**config.mk**
```make
export PLATFORM = sky130hd
export DESIGN_NAME = rtcal_core
export DESIGN_NICKNAME = d
export VERILOG_FILES = /design/src/rtcal_pkg.sv /design/src/rtcal_core.sv
export SDC_FILE = /design/constraint.sdc
export NUM_CORES = 1
export LEC_CHECK = 0
export BUFFER_PORTS_ARGS = -buffer_cell sky130_fd_sc_hd__buf_2
export CORE_MARGIN = 10
export CORE_UTILIZATION = 53
export CTS_BUF_LIST = sky130_fd_sc_hd__clkbuf_2 sky130_fd_sc_hd__clkbuf_4 sky130_fd_sc_hd__clkbuf_8
export DETAILED_ROUTE_END_ITERATION = 10
export PLACE_DENSITY = 0.89
export SYNTH_ARGS = -nofsm -noshare
export SYNTH_HDL_FRONTEND = slang
export SYNTH_SLANG_ARGS = --single-unit
export TNS_END_PERCENT = 5
```
**constraint.sdc**
```tcl
create_clock -name clk_i -period 3.5 [get_ports clk_i]
set_input_delay 0.175 -clock clk_i [delete_from_list [all_inputs] [get_ports clk_i]]
set_output_delay 0.175 -clock clk_i [all_outputs]
set_load 0.01 [all_outputs]
```
**src/rtcal_pkg.sv**
```systemverilog
package rtcal_pkg;
   // register indices; byte address is four times the index
   localparam logic [7:0] IDX_ALM_SEC = 8'he8;
   localparam logic [7:0] IDX_ALM_MIN = 8'he9;
   localparam logic [7:0] IDX_AHOUR = 8'hea;
   localparam logic [7:0] IDX_ALM_WEEKDAY = 8'heb;
   localparam logic [7:0] IDX_AEN = 8'hec;
   localparam logic [7:0] IDX_CTRL = 8'hed;
   // control register bit positions
   localparam int CTRL_FLAG = 7;
   localparam int CTRL_IE = 6;
   localparam int CTRL_BCD = 5;
   localparam int CTRL_SRC = 4;
   localparam int CTRL_MAINS = 3;
   localparam int CTRL_DST = 2;
   localparam int CTRL_WOKE = 1;
   localparam int CTRL_UNLOCK = 0;
   // enable register bit positions
   localparam int EN_DOW = 3;
   localparam int EN_HOUR = 2;
   localparam int EN_MIN = 1;
   localparam int EN_SEC = 0;
   // set-point ranges
   localparam logic [7:0] MS_MAX_BIN = 8'h3b;
   localparam logic [3:0] MS_TENS_MAX = 4'h5;
   localparam logic [7:0] HOUR_MAX_BIN = 8'h17;
   localparam logic [3:0] HOUR_TENS_MAX = 4'h2;
   localparam logic [3:0] BCD_ONES_MAX = 4'h9;
   localparam logic [3:0] DOW_MIN = 4'h1;
   localparam logic [3:0] DOW_MAX = 4'h7;
   // prescaler: crystal divisor and last tick index of each mains rate
   localparam int XTAL_DIV = 32768;
   localparam logic [15:0] MAINS60_LAST = 16'h003b;
   localparam logic [15:0] MAINS50_LAST = 16'h0031;
   localparam logic [15:0] PRE_ZERO = 16'h0000;
   localparam logic [3:0] NIBBLE_ZERO = 4'h0;
   localparam logic [7:0] BYTE_ZERO = 8'h00;
   localparam logic [23:0] PAD_ZERO = 24'h00_0000;
endpackage

```
**src/rtcal_core.sv**
```systemverilog
// Functional notes
// - alarm minute keeps value over reset; binary 00h-3Bh or decimal tens 0-5.
// - alarm hour keeps value over reset; binary 00h-17h or decimal tens 0-2.
// - alarm weekday 1 to 7 in low nibble, kept by reset; high nibble zero.
// - weekday set-point writable only while the counter is unlocked.
// - field enables cleared by reset; high nibble read-only zero, low nibble writable.
// - enable bit 3 weekday, 2 hours, 1 minutes, 0 seconds.
// - reading control clears the alarm flag and its interrupt.
// - flag evaluated on each count advance and when the lock closes.
// - any control write clears the tick prescaler.
// - woke bit set by alarm wake, survives reset, cleared by control read.
// - decimal bit selects decimal counting and decimal set-points, else binary.
// - source 0: oscillator on, divide by 32768; source 1: oscillator off, mains input.
// - in mains mode rate bit 0 means 60 Hz, 1 means 50 Hz.
// - summer time bit is plain storage with no effect.
// - unlock 0: counter runs, counts protected; unlock 1: counts writable, counter stops.
// - interrupt only when enable bit 6 and alarm flag are both set.
// - reset clears interrupt enable and unlock, leaves other control bits.
// - alarm second keeps value over reset; binary 00h-3Bh or decimal tens 0-5.
//
// Implementation choice: the Wishbone register port.
`timescale 1ns/10ps
`default_nettype none
module rtcal_core #(
   parameter int ADDR_W = 12,
   parameter int XTAL_DIV = rtcal_pkg::XTAL_DIV
) (
   input wire logic clk_i,
   input wire logic rst_i,
   input wire logic por_i,
   input wire logic cyc_i,
   input wire logic stb_i,
   input wire logic we_i,
   input wire logic [ADDR_W-1:0] adr_i,
   input wire logic [3:0] sel_i,
   input wire logic [31:0] dat_i,
   output logic [31:0] dat_o,
   output logic ack_o,
   input wire logic tick_i,
   input wire logic time_step_i,
   input wire logic [7:0] cur_sec_i,
   input wire logic [7:0] cur_min_i,
   input wire logic [7:0] cur_hour_i,
   input wire logic [3:0] cur_dow_i,
   input wire logic sleep_i,
   output logic second_o,
   output logic count_run_o,
   output logic count_write_ok_o,
   output logic bcd_mode_o,
   output logic osc_en_o,
   output logic alarm_irq_o,
   output logic wake_o
);
   localparam logic [15:0] XTAL_LAST = 16'(XTAL_DIV - 1);

   typedef struct packed {
      logic [7:0] alarm_second_value;
      logic [7:0] alarm_minute_value;
      logic [7:0] ahour;
      logic [3:0] alarm_weekday_value;
      logic [3:0] aen;
      logic [7:0] ctrl;
      logic [15:0] pre;
      logic [2:0] tsync;
      logic ack;
      logic [7:0] rdat;
      logic wake;
      logic sec_pulse;
   } rtcal_state_s;

   rtcal_state_s s_q;
   rtcal_state_s s_d;
   logic req;
   logic wr;
   logic rd;
   logic tick_edge;
   logic match;
   logic lock_close;
   logic eval;
   logic set_flag;
   logic [15:0] pre_last;

   function automatic logic hit(input logic [7:0] idx);
      return adr_i[ADDR_W-1:2] == (ADDR_W-2)'(idx);
   endfunction

   // range check in the active coding
   function automatic logic fits(input logic [7:0] v, input logic [7:0] bin_max,
                                 input logic [3:0] tens_max, input logic bcd);
      if (bcd) begin
         return (v[7:4] <= tens_max) && (v[3:0] <= rtcal_pkg::BCD_ONES_MAX);
      end
      return v <= bin_max;
   endfunction

   assign req = cyc_i && stb_i;
   assign wr = req && we_i && s_q.ack && sel_i[0];
   assign rd = req && !we_i && s_q.ack;
   assign tick_edge = s_q.tsync[1] && !s_q.tsync[2];
   assign lock_close = wr && hit(rtcal_pkg::IDX_CTRL) && s_q.ctrl[rtcal_pkg::CTRL_UNLOCK]
                       && !dat_i[rtcal_pkg::CTRL_UNLOCK];
   assign eval = time_step_i || lock_close;
   // equal codings compare directly, so the match holds in binary and decimal
   assign match = (s_q.aen != rtcal_pkg::NIBBLE_ZERO)
      && (!s_q.aen[rtcal_pkg::EN_SEC] || s_q.alarm_second_value == cur_sec_i)
      && (!s_q.aen[rtcal_pkg::EN_MIN] || s_q.alarm_minute_value == cur_min_i)
      && (!s_q.aen[rtcal_pkg::EN_HOUR] || s_q.ahour == cur_hour_i)
      && (!s_q.aen[rtcal_pkg::EN_DOW] || s_q.alarm_weekday_value == cur_dow_i);
   assign set_flag = eval && match;
   assign pre_last = !s_q.ctrl[rtcal_pkg::CTRL_SRC] ? XTAL_LAST
                   : (s_q.ctrl[rtcal_pkg::CTRL_MAINS] ? rtcal_pkg::MAINS50_LAST
                                                      : rtcal_pkg::MAINS60_LAST);

   always_comb begin
      s_d = s_q;
      s_d.ack = req && !s_q.ack;
      s_d.wake = 1'b0;
      s_d.sec_pulse = 1'b0;
      s_d.tsync = {s_q.tsync[1:0], tick_i};
      // read data is prepared in the request cycle and shown with ack
      if (hit(rtcal_pkg::IDX_ALM_SEC)) begin
         s_d.rdat = s_q.alarm_second_value;
      end else if (hit(rtcal_pkg::IDX_ALM_MIN)) begin
         s_d.rdat = s_q.alarm_minute_value;
      end else if (hit(rtcal_pkg::IDX_AHOUR)) begin
         s_d.rdat = s_q.ahour;
      end else if (hit(rtcal_pkg::IDX_ALM_WEEKDAY)) begin
         s_d.rdat = {rtcal_pkg::NIBBLE_ZERO, s_q.alarm_weekday_value};
      end else if (hit(rtcal_pkg::IDX_AEN)) begin
         s_d.rdat = {rtcal_pkg::NIBBLE_ZERO, s_q.aen};
      end else if (hit(rtcal_pkg::IDX_CTRL)) begin
         s_d.rdat = s_q.ctrl;
      end else begin
         s_d.rdat = rtcal_pkg::BYTE_ZERO;
      end
      if (wr) begin
         if (hit(rtcal_pkg::IDX_ALM_SEC) && fits(dat_i[7:0], rtcal_pkg::MS_MAX_BIN,
             rtcal_pkg::MS_TENS_MAX, s_q.ctrl[rtcal_pkg::CTRL_BCD])) begin
            s_d.alarm_second_value = dat_i[7:0];
         end
         if (hit(rtcal_pkg::IDX_ALM_MIN) && fits(dat_i[7:0], rtcal_pkg::MS_MAX_BIN,
             rtcal_pkg::MS_TENS_MAX, s_q.ctrl[rtcal_pkg::CTRL_BCD])) begin
            s_d.alarm_minute_value = dat_i[7:0];
         end
         if (hit(rtcal_pkg::IDX_AHOUR) && fits(dat_i[7:0], rtcal_pkg::HOUR_MAX_BIN,
             rtcal_pkg::HOUR_TENS_MAX, s_q.ctrl[rtcal_pkg::CTRL_BCD])) begin
            s_d.ahour = dat_i[7:0];
         end
         if (hit(rtcal_pkg::IDX_ALM_WEEKDAY) && s_q.ctrl[rtcal_pkg::CTRL_UNLOCK]
             && dat_i[3:0] >= rtcal_pkg::DOW_MIN && dat_i[3:0] <= rtcal_pkg::DOW_MAX) begin
            s_d.alarm_weekday_value = dat_i[3:0];
         end
         if (hit(rtcal_pkg::IDX_AEN)) begin
            s_d.aen = dat_i[3:0];
         end
         if (hit(rtcal_pkg::IDX_CTRL)) begin
            // flag and woke bits are read-only and kept; summer time bit is plain storage
            s_d.ctrl[6:2] = dat_i[6:2];
            s_d.ctrl[rtcal_pkg::CTRL_UNLOCK] = dat_i[rtcal_pkg::CTRL_UNLOCK];
         end
      end
      // prescaler; the one-second pulse is held back while unlocked
      if (wr && hit(rtcal_pkg::IDX_CTRL)) begin
         s_d.pre = rtcal_pkg::PRE_ZERO;
      end else if (tick_edge) begin
         if (s_q.pre >= pre_last) begin
            s_d.pre = rtcal_pkg::PRE_ZERO;
            s_d.sec_pulse = !s_q.ctrl[rtcal_pkg::CTRL_UNLOCK];
         end else begin
            s_d.pre = s_q.pre + 16'h0001;
         end
      end
      // clear on read first, so a coincident alarm wins
      if (rd && hit(rtcal_pkg::IDX_CTRL)) begin
         s_d.ctrl[rtcal_pkg::CTRL_FLAG] = 1'b0;
         s_d.ctrl[rtcal_pkg::CTRL_WOKE] = 1'b0;
      end
      if (set_flag) begin
         s_d.ctrl[rtcal_pkg::CTRL_FLAG] = 1'b1;
         if (sleep_i) begin
            s_d.ctrl[rtcal_pkg::CTRL_WOKE] = 1'b1;
            s_d.wake = 1'b1;
         end
      end
      // system reset: set-points, flag, coding, source, rate, dst, woke survive
      if (rst_i) begin
         s_d.ctrl[rtcal_pkg::CTRL_IE] = 1'b0;
         s_d.ctrl[rtcal_pkg::CTRL_UNLOCK] = 1'b0;
         s_d.aen = rtcal_pkg::NIBBLE_ZERO;
         s_d.ack = 1'b0;
         s_d.wake = 1'b0;
         s_d.sec_pulse = 1'b0;
         s_d.pre = rtcal_pkg::PRE_ZERO;
      end
   end

   // power-on reset gives every bit a defined value
   always_ff @(posedge clk_i) begin
      if (por_i) begin
         s_q <= '0;
      end else begin
         s_q <= s_d;
      end
   end

   assign dat_o = {rtcal_pkg::PAD_ZERO, s_q.rdat};
   assign ack_o = s_q.ack;
   assign second_o = s_q.sec_pulse;
   assign count_run_o = !s_q.ctrl[rtcal_pkg::CTRL_UNLOCK];
   assign count_write_ok_o = s_q.ctrl[rtcal_pkg::CTRL_UNLOCK];
   assign bcd_mode_o = s_q.ctrl[rtcal_pkg::CTRL_BCD];
   assign osc_en_o = !s_q.ctrl[rtcal_pkg::CTRL_SRC];
   assign alarm_irq_o = s_q.ctrl[rtcal_pkg::CTRL_FLAG] && s_q.ctrl[rtcal_pkg::CTRL_IE];
   assign wake_o = s_q.wake;
endmodule // rtcal_core
`default_nettype wire

```
==> reports/metrics.cfg, run 1 <==
[logic_synthesis]
synth.largest_area_cell = dfxtp_1
synth_edf_count = 0
synth_top_area_share = 0.351
ys_ff_latch = 70
netlist_instances = 437
synthMuxAreaShare = 0.105
yosys.cell_types.count = 55
synthAdderAreaFrac = 0.0407
synth_common_cells = dfxtp_1 (70), nor2_1 (46), xnor2_1 (37), buf_4 (35), mux2i_1 (33)
synth_top_family_by_area = simple AND/OR/NAND/NOR gates
synthTopCellsByArea = dfxtp_1 (35%), mux2i_1 (8.3%), xnor2_1 (8.1%)
synth_area_per_cell_um2 = 9.14
synth_most_common_cell = dfxtp_1
ys_seq_area_frac = 0.351
yosys_warnings = 0
synthesis.area_um2 = 4000
synth_compound_area_frac = 0.117
dominantRegCellSynth = dfxtp_1
async_flop_share = 0
synthSimpleGateAreaFrac = 0.193
synthXorXnorAreaFrac = 0.0921

[clocking]
cts_num_sinks = 70
cts_tree = built
postCtsSetupBuffers = 0
clock_latency_ns = 0.36
holdBufCountCts = 0
cts_resized = 0
cts_buffers = 9
htree_num_levels = 3
clockBufferDepth = 2
clockRootBuffer = clkbuf_8
clk_pin_slew_ns = 0.07

[critical_path]
required_ns = 3.72
ff2ff_path_depth = 8
path_cells = and2_1 > ha_1 > a21o_1 > a21o_1 > a2111oi_2 > o31ai_1 > buf_4 > a2111oi_0
cp_num_buf_inv = 1
cp_common_cell = a21o_1
critical-path-slowest-cell = dfxtp_1
arrival_ns = 3.23
cp.depth = 8
crit_family = compound AO/OA/AOI/OAI gates
worst-setup-path-type = reg2reg
cp_max_fo = 13
critical_path.endpoint_type = flop
startpoint_type = flop
slowest_delay_ns = 0.66

[floorplan]
die_h_um = 107
die-area_um2 = 11400
io_pins = 125
num_rows = 31
initial_utilization = 0.548
die_w_um = 107
core_area_um2 = 7290

[run]
cap_violations = 0

[placement]
dpl.cell_count = 581
postPlaceCellArea_um2 = 4230
hpwl_um = 8090
gp_congestion = 0.883
io_buffer_count = 71

[sta]
layout_min_cycle_time_ns = 3.01
slew_headroom = 0.387
hold_viol_final = 0
fin_worst_skew_ns = 0.00691
rsz0062_at_grt = no
tns_ns = 0
setup_viol = 0
worst-slew-pin-transition_ns = 0.911
post-route-period-util = 0.859
maxSlewViolCount = 0
max_freq_mhz = 333

[power_and_ir_drop]
p_sw_mw = 0.386
vdd_ir_drop_max_mv = 0.196
finalPower_mw = 1.50
p_clk_frac = 0.388
swShare = 0.257
internal_power_mw = 1.11
seqPwrFrac = 0.533
power.density_nw_per_um2 = 340
leakage_nw = 1.81
p_comb_frac = 0.080

[detailed_routing]
first_pass_iters = 5
totalWireLength_um = 10900
first_iter_violations = 231
dr_total_vias = 3450
wire_per_inst_um = 18.3
viasPerCell = 5.78
antenna_left = 0
drc = 0

[cells_and_area]
num_antenna_cells = 0
finalNetCount = 591
drive_above_1_share = 0.225
fin_area_um2 = 4410
final_cell_count_no_fill = 597
area_growth_pct = 10.4

[grt]
antenna_found_initial = 0
grt_pass1_wl_um = 17300
grt_overflow = 0
grt_max_degree = 49
grt_pass1_vias = 3499
track_usage = 0.186

[status]
status = complete, no violations

[hold_path]
min_path_cells = 2
worstHoldPathType = in2reg

[worst paths after layout]
check                            start  slack (ns)                    to
setup / recovery  s_q[34]$_SDFFE_PP0P_        0.49  s_q[17]$_SDFFE_PP0P_
hold / removal                  tick_i        0.03    s_d[12]$_SDFF_PP0_
setup reg to reg  s_q[34]$_SDFFE_PP0P_        0.49  s_q[17]$_SDFFE_PP0P_
hold reg to reg     s_d[12]$_SDFF_PP0_        0.44    s_d[13]$_SDFF_PP0_
[sequential cells by signal, summed over array words and instances, names as in the netlist]
| signal | count |
|---|---|
| wake_o | 1 |
| s_d | 2 |
| dat_o | 8 |
| ack_o | 1 |
| bcd_mode_o | 1 |
| s_q | 55 |
| count_write_ok_o | 1 |
| second_o | 1 |
[power groups by stage]
stage / Sequential (mW) / Clock [mW] / Combinational, mW
after global placement: 0.817 / 0 / 0.113
after global routing: 0.799 / 0.624 / 0.130
final: 0.799 / 0.581 / 0.119
after detailed placement: 0.818 / 0 / 0.115
after CTS: 0.799 / 0.589 / 0.117
after floorplan: 0.817 / 0 / 0.0846
[metal layers]
metal	track usage	up-vias	share of wire
met5	0	-	0
met3	0.0731	37	0.096
met1	0.211	1616	0.40
li1	-	1618	-
met2	0.300	179	0.47
met4	0.0890	0	0.032
[stage by stage]
stage          hold slack (ns)   util  worst slack, ns
2_1_floorplan            0.299      -             1.08
3_3_place_gp             0.386  0.581            0.778
3_5_place_dp             0.399  0.581            0.594
4_1_cts                 0.0301  0.605            0.520
5_1_grt                 0.0253  0.605            0.334
6_report                0.0330  0.605            0.495
[layout make-up]
cell class                 instances  area (um2)
clock buffer                      10         138
timing repair buffer              76         393
sequential                        70        1400
tap                               99         124
clock inverter                     6        37.5
fill                             615        2880
inverter                           9        33.8
multi-input combinational        327        2280
[logic make-up after synthesis]
kind of cell | Yosys count
compound gates | 66
mux | 41
simple gates | 141
xor+xnor | 42
buf+inv | 63
other cells | 1
fa+ha+maj | 13
flops | 70
[cell usage in the layout, fill, tap and decap left out, types with 5 or more instances in the layout]
cell	instances
a2111oi_0	10
a21oi_1	19
buf_2	71
buf_4	5
clkbuf_8	10
conb_1	24
dfxtp_1	70
ha_1	13
inv_1	9
mux2_2	8
mux2i_1	33
nand2_1	24
nand3_1	12
nand4_1	11
nor2_1	46
nor2b_1	6
nor3_1	8
o21ai_0	10
xnor2_1	37
xor2_1	5
[worst reg2reg max path, cell delays in order (launching register included)]
cell	delay (ns)
dfxtp_1	0.66
and2_1	0.25
ha_1	0.25
a21o_1	0.19
a21o_1	0.20
a2111oi_2	0.36
o31ai_1	0.27
buf_4	0.27
a2111oi_0	0.43
No activity file was read; power rests on OpenSTA's default activity.
==> run 2, diff against run 1 <==
ABC_AREA = 1   (was default)
CORE_UTILIZATION = 54   (was 53)
PLACE_DENSITY = 0.9   (was 0.89)
==> run 2 against run 1 <==
Compared with the run above:
- fmax grew 39%
- synthesized cell count is 32% higher
- setup slack better by 0.84 ns
- highest routed layer unchanged
- register-to-register slack gained 0.84 ns
==> reports/metrics.cfg, run 2 <==
[clocking]
htree_num_levels = 3  ; unchanged
clockRootBuffer = clkbuf_8
cts_num_sinks = 70  ; unchanged
clk_pin_slew_ns = 0.08  ; about the same
cts_resized = 0  ; unchanged
clockBufferDepth = 2  ; unchanged
clock_latency_ns = 0.36  ; about the same
cts_tree = built
postCtsSetupBuffers = 0  ; unchanged
holdBufCountCts = 0  ; unchanged
cts_buffers = 9  ; unchanged

[grt]
grt_max_degree = 25  ; -49%
grt_overflow = 0  ; unchanged
grt_pass1_wl_um = 17900  ; +3.7%
grt_pass1_vias = 3865  ; +10%
antenna_found_initial = 0  ; unchanged
track_usage = 0.190  ; +0.00347

[sta]
max_freq_mhz = 462  ; +39%
maxSlewViolCount = 0  ; unchanged
slew_headroom = 0.538  ; +0.151
rsz0062_at_grt = no
fin_worst_skew_ns = 0.0127  ; +0.00579 ns
post-route-period-util = 0.619  ; -0.240
setup_viol = 0  ; unchanged
hold_ws_ns = 0.0208  ; -0.0122 ns
tns_ns = 0  ; unchanged
layout_min_cycle_time_ns = 2.16  ; -0.840 ns
worst-slew-pin-transition_ns = 0.692  ; -0.219 ns
hold_viol_final = 0  ; unchanged

[critical_path]
slowest_delay_ns = 0.68  ; +0.02 ns
startpoint_type = flop
critical_path.endpoint_type = flop
timing.critical_path.from = s_q[34]$_SDFFE_PP0P_
path_cells = nand2_1 > inv_1 > ha_1 > a21oi_1 > o21ai_0 > nand2_1 > nand2_1 > nand2_1 > nand2_1 > nand2_1 > nand2_2 > nor3_1
worst-setup-path-type = reg2reg
cp_max_fo = 15  ; +2
critical-path-slowest-cell = dfxtp_1
required_ns = 3.77  ; +0.05 ns
r2r-start = s_q[34]$_SDFFE_PP0P_
cp_common_cell = nand2_1
arrival_ns = 2.44  ; -0.79 ns

[cells_and_area]
largest-register = s_q
layout_commonest_cell = nand2_1
drive_above_1_share = 0.214  ; -0.0109
largest_reg_flops = 55  ; unchanged
finalNetCount = 738  ; +25%
mostFrequentLayoutCells = nand2_1 (113), inv_1 (75), buf_2 (71), dfxtp_1 (70), nor2_1 (66)
final.fill_count = 666  ; +8.3%
num_antenna_cells = 0  ; unchanged
area_growth_pct = 10.8

[status]
status = complete, no violations

[detailed_routing]
first_pass_iters = 5  ; unchanged
antenna_left = 0  ; unchanged
drc = 0  ; unchanged
viasPerCell = 5.26  ; -9.0%
wire_per_inst_um = 15.1  ; -17%
totalWireLength_um = 11300  ; +3.4%
dr_total_vias = 3927  ; +14%
first_iter_violations = 328  ; +42%

[floorplan]
num_rows = 32  ; +3.2%
io_pins = 125  ; unchanged
die_w_um = 109  ; +1.9%
die_h_um = 109  ; +1.9%
die-area_um2 = 11900  ; +3.9%
core_area_um2 = 7690  ; +5.4%
initial_utilization = 0.555  ; +0.00682

[placement]
gp_congestion = 0.920  ; +4.2%
hpwl_um = 8760  ; +8.2%
io_buffer_count = 71  ; unchanged

[logic_synthesis]
synth_top_area_share = 0.329  ; -0.0221
synthesis.area_um2 = 4260  ; +6.7%
netlist_instances = 575  ; +32%
ys_seq_area_frac = 0.329  ; -0.0221
yosys.cell_types.count = 44  ; -20%
async_flop_share = 0  ; unchanged
yosys_warnings = 0  ; unchanged
synth_edf_count = 0  ; unchanged
ys_ff_latch = 70  ; unchanged
synth_most_common_cell = nand2_1
dominantRegCellSynth = dfxtp_1
synth_common_cells = nand2_1 (113), inv_1 (75), dfxtp_1 (70), nor2_1 (66), a21oi_1 (37)
synth_area_per_cell_um2 = 7.42  ; -19%
synth.largest_area_cell = dfxtp_1
synthTopCellsByArea = dfxtp_1 (33%), nand2_1 (9.9%), inv_1 (6.6%)

[run]
cap_violations = 0  ; unchanged

[power_and_ir_drop]
vdd_ir_drop_max_mv = 0.194  ; -0.72%
leakage_nw = 2.12  ; +17%
power.density_nw_per_um2 = 339  ; -0.39%

[hold_path]
worstHoldPathType = in2reg
hp-start = tick_i

## run 2: metal layers
| metal | up-vias | GRT usage | wire (um) |
|---|---|---|---|
| met5 | - | 0 | 0 |
| met4 | 0 | 0.105 | 485 |
| met3 | 40 | 0.0555 | 726 |
| met2 | 156 | 0.344 | 5890 |
| met1 | 1797 | 0.190 | 4210 |
| li1 | 1934 | - | - |
## run 2: path summary, 6_finish.rpt
path	to	slack (ns)	depth (start not counted)
max	s_q[16]$_SDFFE_PP0P_	1.34	12
min	s_d[12]$_SDFF_PP0_	0.02	3
max reg2reg	s_q[16]$_SDFFE_PP0P_	1.34	12
min reg2reg	s_d[13]$_SDFF_PP0_	0.41	2
## run 2: per-stage QoR
step,cells,worst slack [ns],area (um2),total power [mW],util
2_1_floorplan,598,1.72,4350,0.916,-
3_3_place_gp,731,1.48,4530,0.947,0.589
3_5_place_dp,731,1.41,4530,0.952,0.589
4_1_cts,747,1.36,4730,1.61,0.615
5_1_grt,747,1.10,4730,1.65,0.615
6_report,747,1.34,4730,1.60,0.615
## run 2: cell families (layout without fill, tap and decap cells)
| kind of cell | Yosys count | in the layout | share of synthesized area |
|---|---|---|---|
| AO/OA/AOI/OAI | 103 | 103 | 0.158 |
| XOR/XNOR | 29 | 29 | 0.0596 |
| buffers and inverters | 122 | 169 | 0.146 |
| flip-flops | 70 | 70 | 0.329 |
| other | 1 | 24 | 0.000879 |
| adder cells (fa/ha/maj) | 13 | 13 | 0.0381 |
| AND/OR/NAND/NOR | 237 | 237 | 0.269 |
## run 2: power by group
group	internal [mW]	total, mW	switching, mW
clock	0.330	0.663	0.334
sequential	0.798	0.799	0.00121
combinational	0.0471	0.139	0.0921
total	1.17	1.60	0.427
## run 2: cell type report
type                       instances  area [um2]  share of cell area
clock buffer                       9         124              0.0262
clock inverter                     7        72.6              0.0154
inverter                          82         317              0.0670
multi-input combinational        406        2330               0.493
sequential                        70        1400               0.297
tap                              102         128              0.0270
timing repair buffer              71         355              0.0752
## run 2: critical path, delay by kind of cell (launching register included)
kind,cells,cell delay [ns]
adders and majority gates,1,0.24
DFF,1,0.68
AOI/OAI and AO/OA,2,0.23
and+or+nand+nor,8,0.83
buffers and inverters,1,0.10
==> run 3, diff against run 2 <==
ABC_AREA = 0   (was 1)
CORE_UTILIZATION = 53   (was 54)
PLACE_DENSITY = 0.89   (was 0.9)
clock period = 2.2 ns   (was 3.5 ns; I/O delays follow)
==> run 3 against run 2 <==
Compared with the run above:
- the flow now finishes with violations (setup timing)
- combinational power rose by 44%
- total power rose by 48%
- global-route usage fell by 0.13 points
- clock skew fell by 0.0027 ns
- sequential share of layout area fell by 0.22 points
- critical path depth fell by 4
- clock power rose by 35%
- cell area rose by 1.0%
- sequential power rose by 59%
- first-iteration DRC count rose by 21%
- worst hold slack got worse by 0.0086 ns
- cell count fell by 17%
- critical endpoint is now s_q[22]$_SDFFE_PP0P_
- largest power group unchanged
==> reports/metrics.cfg, run 3 (synthesis results as in run 1) <==
[power_and_ir_drop]
leakage_nw = 1.97  ; -7.1%
power.density_nw_per_um2 = 496  ; +46%
vdd_ir_drop_max_mv = 0.328  ; +69%

[detailed_routing]
first_iter_violations = 396  ; +21%
wire_per_inst_um = 18.8  ; +24%
totalWireLength_um = 11700  ; +3.2%
drc = 0  ; unchanged
dr_total_vias = 3662  ; -6.7%
antenna_left = 0  ; unchanged
first_pass_iters = 7  ; +2
viasPerCell = 5.89  ; +12%

[critical_path]
slowest_delay_ns = 0.37  ; -0.31 ns
r2r-start = s_q[34]$_SDFFE_PP0P_
reg2reg_slack_ns = -0.00004  ; -1.34 ns
cp_num_buf_inv = 1  ; unchanged
cp_max_fo = 7  ; -8
critical-path-slowest-cell = dfxtp_4
timing.rr.end = s_q[22]$_SDFFE_PP0P_
ff2ff_path_depth = 8  ; -4
cp-endpoint = s_q[22]$_SDFFE_PP0P_
arrival_ns = 2.43  ; about the same
cp.depth = 8  ; -4
crit_family = compound AO/OA/AOI/OAI gates
cp_common_cell = a21o_1
path_cells = and2_4 > ha_4 > a21o_1 > a21o_1 > a2111oi_4 > buf_4 > o31ai_4 > a2111oi_2
startpoint_type = flop
timing.critical_path.from = s_q[34]$_SDFFE_PP0P_
required_ns = 2.43  ; -1.34 ns
worst-setup-path-type = reg2reg
critical_path.endpoint_type = flop

[sta]
fin_worst_skew_ns = 0.0100  ; -0.00266 ns
layout_min_cycle_time_ns = 2.20  ; +0.0352 ns
slew_headroom = 0.577  ; +0.0386
hold_viol_final = 0  ; unchanged
rsz0062_at_grt = yes
setup_ws_ns = -0.0000389  ; -1.34 ns
max_freq_mhz = 455  ; -1.6%
hold_ws_ns = 0.0122  ; -0.00860 ns
maxSlewViolCount = 0  ; unchanged
setup_viol = 1  ; +1
worst-slew-pin-transition_ns = 0.635  ; -0.0572 ns
post-route-period-util = 1.00  ; +0.381

[placement]
io_buffer_count = 71  ; unchanged
hpwl_um = 8500  ; -2.9%
gp_congestion = 0.918  ; -0.24%

[cells_and_area]
multi_input_area_um2 = 2430  ; +4.5%
layout_commonest_cell = buf_2
utilization = 0.655  ; +0.0399
largest_reg_flops = 55  ; unchanged
mostFrequentLayoutCells = buf_2 (71), dfxtp_1 (69), nor2_1 (46), xnor2_1 (37), mux2i_1 (33)
largest-register = s_q
area_growth_pct = 19.5
finalNetCount = 618  ; -16%
seq_area_um2 = 1410  ; +0.27%
final.fill_count = 566  ; -15%
drive_above_1_share = 0.287  ; +0.0729
num_antenna_cells = 0  ; unchanged

[grt]
antenna_found_initial = 0  ; unchanged
grt_overflow = 0  ; unchanged
grt_max_degree = 48  ; +92%
track_usage = 0.188  ; -0.00130
grt_pass1_vias = 3586  ; -7.2%
grt_pass1_wl_um = 17600  ; -1.8%

[clocking]
clock_latency_ns = 0.35  ; about the same
clockRootBuffer = clkbuf_8
cts_tree = built
clockBufferDepth = 2  ; unchanged
htree_num_levels = 3  ; unchanged
cts_num_sinks = 70  ; unchanged
cts_buffers = 9  ; unchanged
clk_pin_slew_ns = 0.07  ; about the same

[floorplan]
io_pins = 125  ; unchanged
die_w_um = 107  ; -1.9%
initial_utilization = 0.548  ; -0.00682
die-area_um2 = 11400  ; -3.7%
num_rows = 31  ; -3.1%
die_h_um = 107  ; -1.9%
core_area_um2 = 7290  ; -5.1%

[hold_path]
min_path_cells = 3  ; unchanged
worstHoldPathType = in2reg

[run]
cap_violations = 0  ; unchanged

[status]
status = complete, but fails checks
violations = setup timing

-- run 3: metrics by stage --
stage | std cells | area (um2) | power (mW) | TNS (ns) | worst slack [ns]
after floorplan | 460 | 4110 | 1.44 | 0 | 0.00451
after global placement | 605 | 4470 | 1.49 | -1.65 | -0.144
after detailed placement | 605 | 4470 | 1.49 | -3.05 | -0.275
after CTS | 620 | 4670 | 2.37 | -0.337 | -0.0828
after global routing | 622 | 4770 | 2.43 | -0.667 | -0.105
final | 622 | 4770 | 2.37 | -0.0000389 | -0.0000389
-- run 3: final cells by class --
cell class | instances | area share
clock inverter | 2 | 0.00210
timing repair buffer | 102 | 0.129
tap | 99 | 0.0260
clock buffer | 12 | 0.0320
inverter | 9 | 0.00708
sequential | 70 | 0.294
multi-input combinational | 328 | 0.510
-- run 3: metal layers --
layer,vias to the layer above,track usage,routed length [um]
met3,51,0.0707,1320
met4,0,0.0725,442
li1,1668,-,-
met2,234,0.306,5560
met5,-,0,0
met1,1709,0.220,4350
-- run 3: tightest hold or removal path, stage by stage --
cell	delay, ns
buf_2	0.11
nand2_1	0.05
nor3_1	0.04
-- run 3: repair_timing --
action                                  in CTS  in global routing
buffers inserted                             0                  1
endpoints found under the setup margin      17                 16
endpoints found under the hold margin        1                  0
hold buffers                                 1                  0
gates cloned                                 0                  1
gates resized for setup                      8                 16
pin swaps                                    2                 14
-- run 3: worst min-delay path by stage --
stage / end / slack (ns) / start
finish: ack_o$_SDFF_PP0_ / 0.01 / stb_i
global route: ack_o$_SDFF_PP0_ / 0.02 / stb_i
CTS: ack_o$_SDFF_PP0_ / 0.004 / stb_i
detailed placement: s_d[12]$_SDFF_PP0_ / 0.35 / tick_i
global placement: s_d[12]$_SDFF_PP0_ / 0.34 / tick_i
floorplan: ack_o$_SDFF_PP0_ / 0.23 / stb_i
-- run 3: power breakdown --
group	switching [mW]	total, mW	internal [mW]
clock	0.446	0.895	0.449
sequential	0.00197	1.27	1.27
combinational	0.125	0.200	0.0750
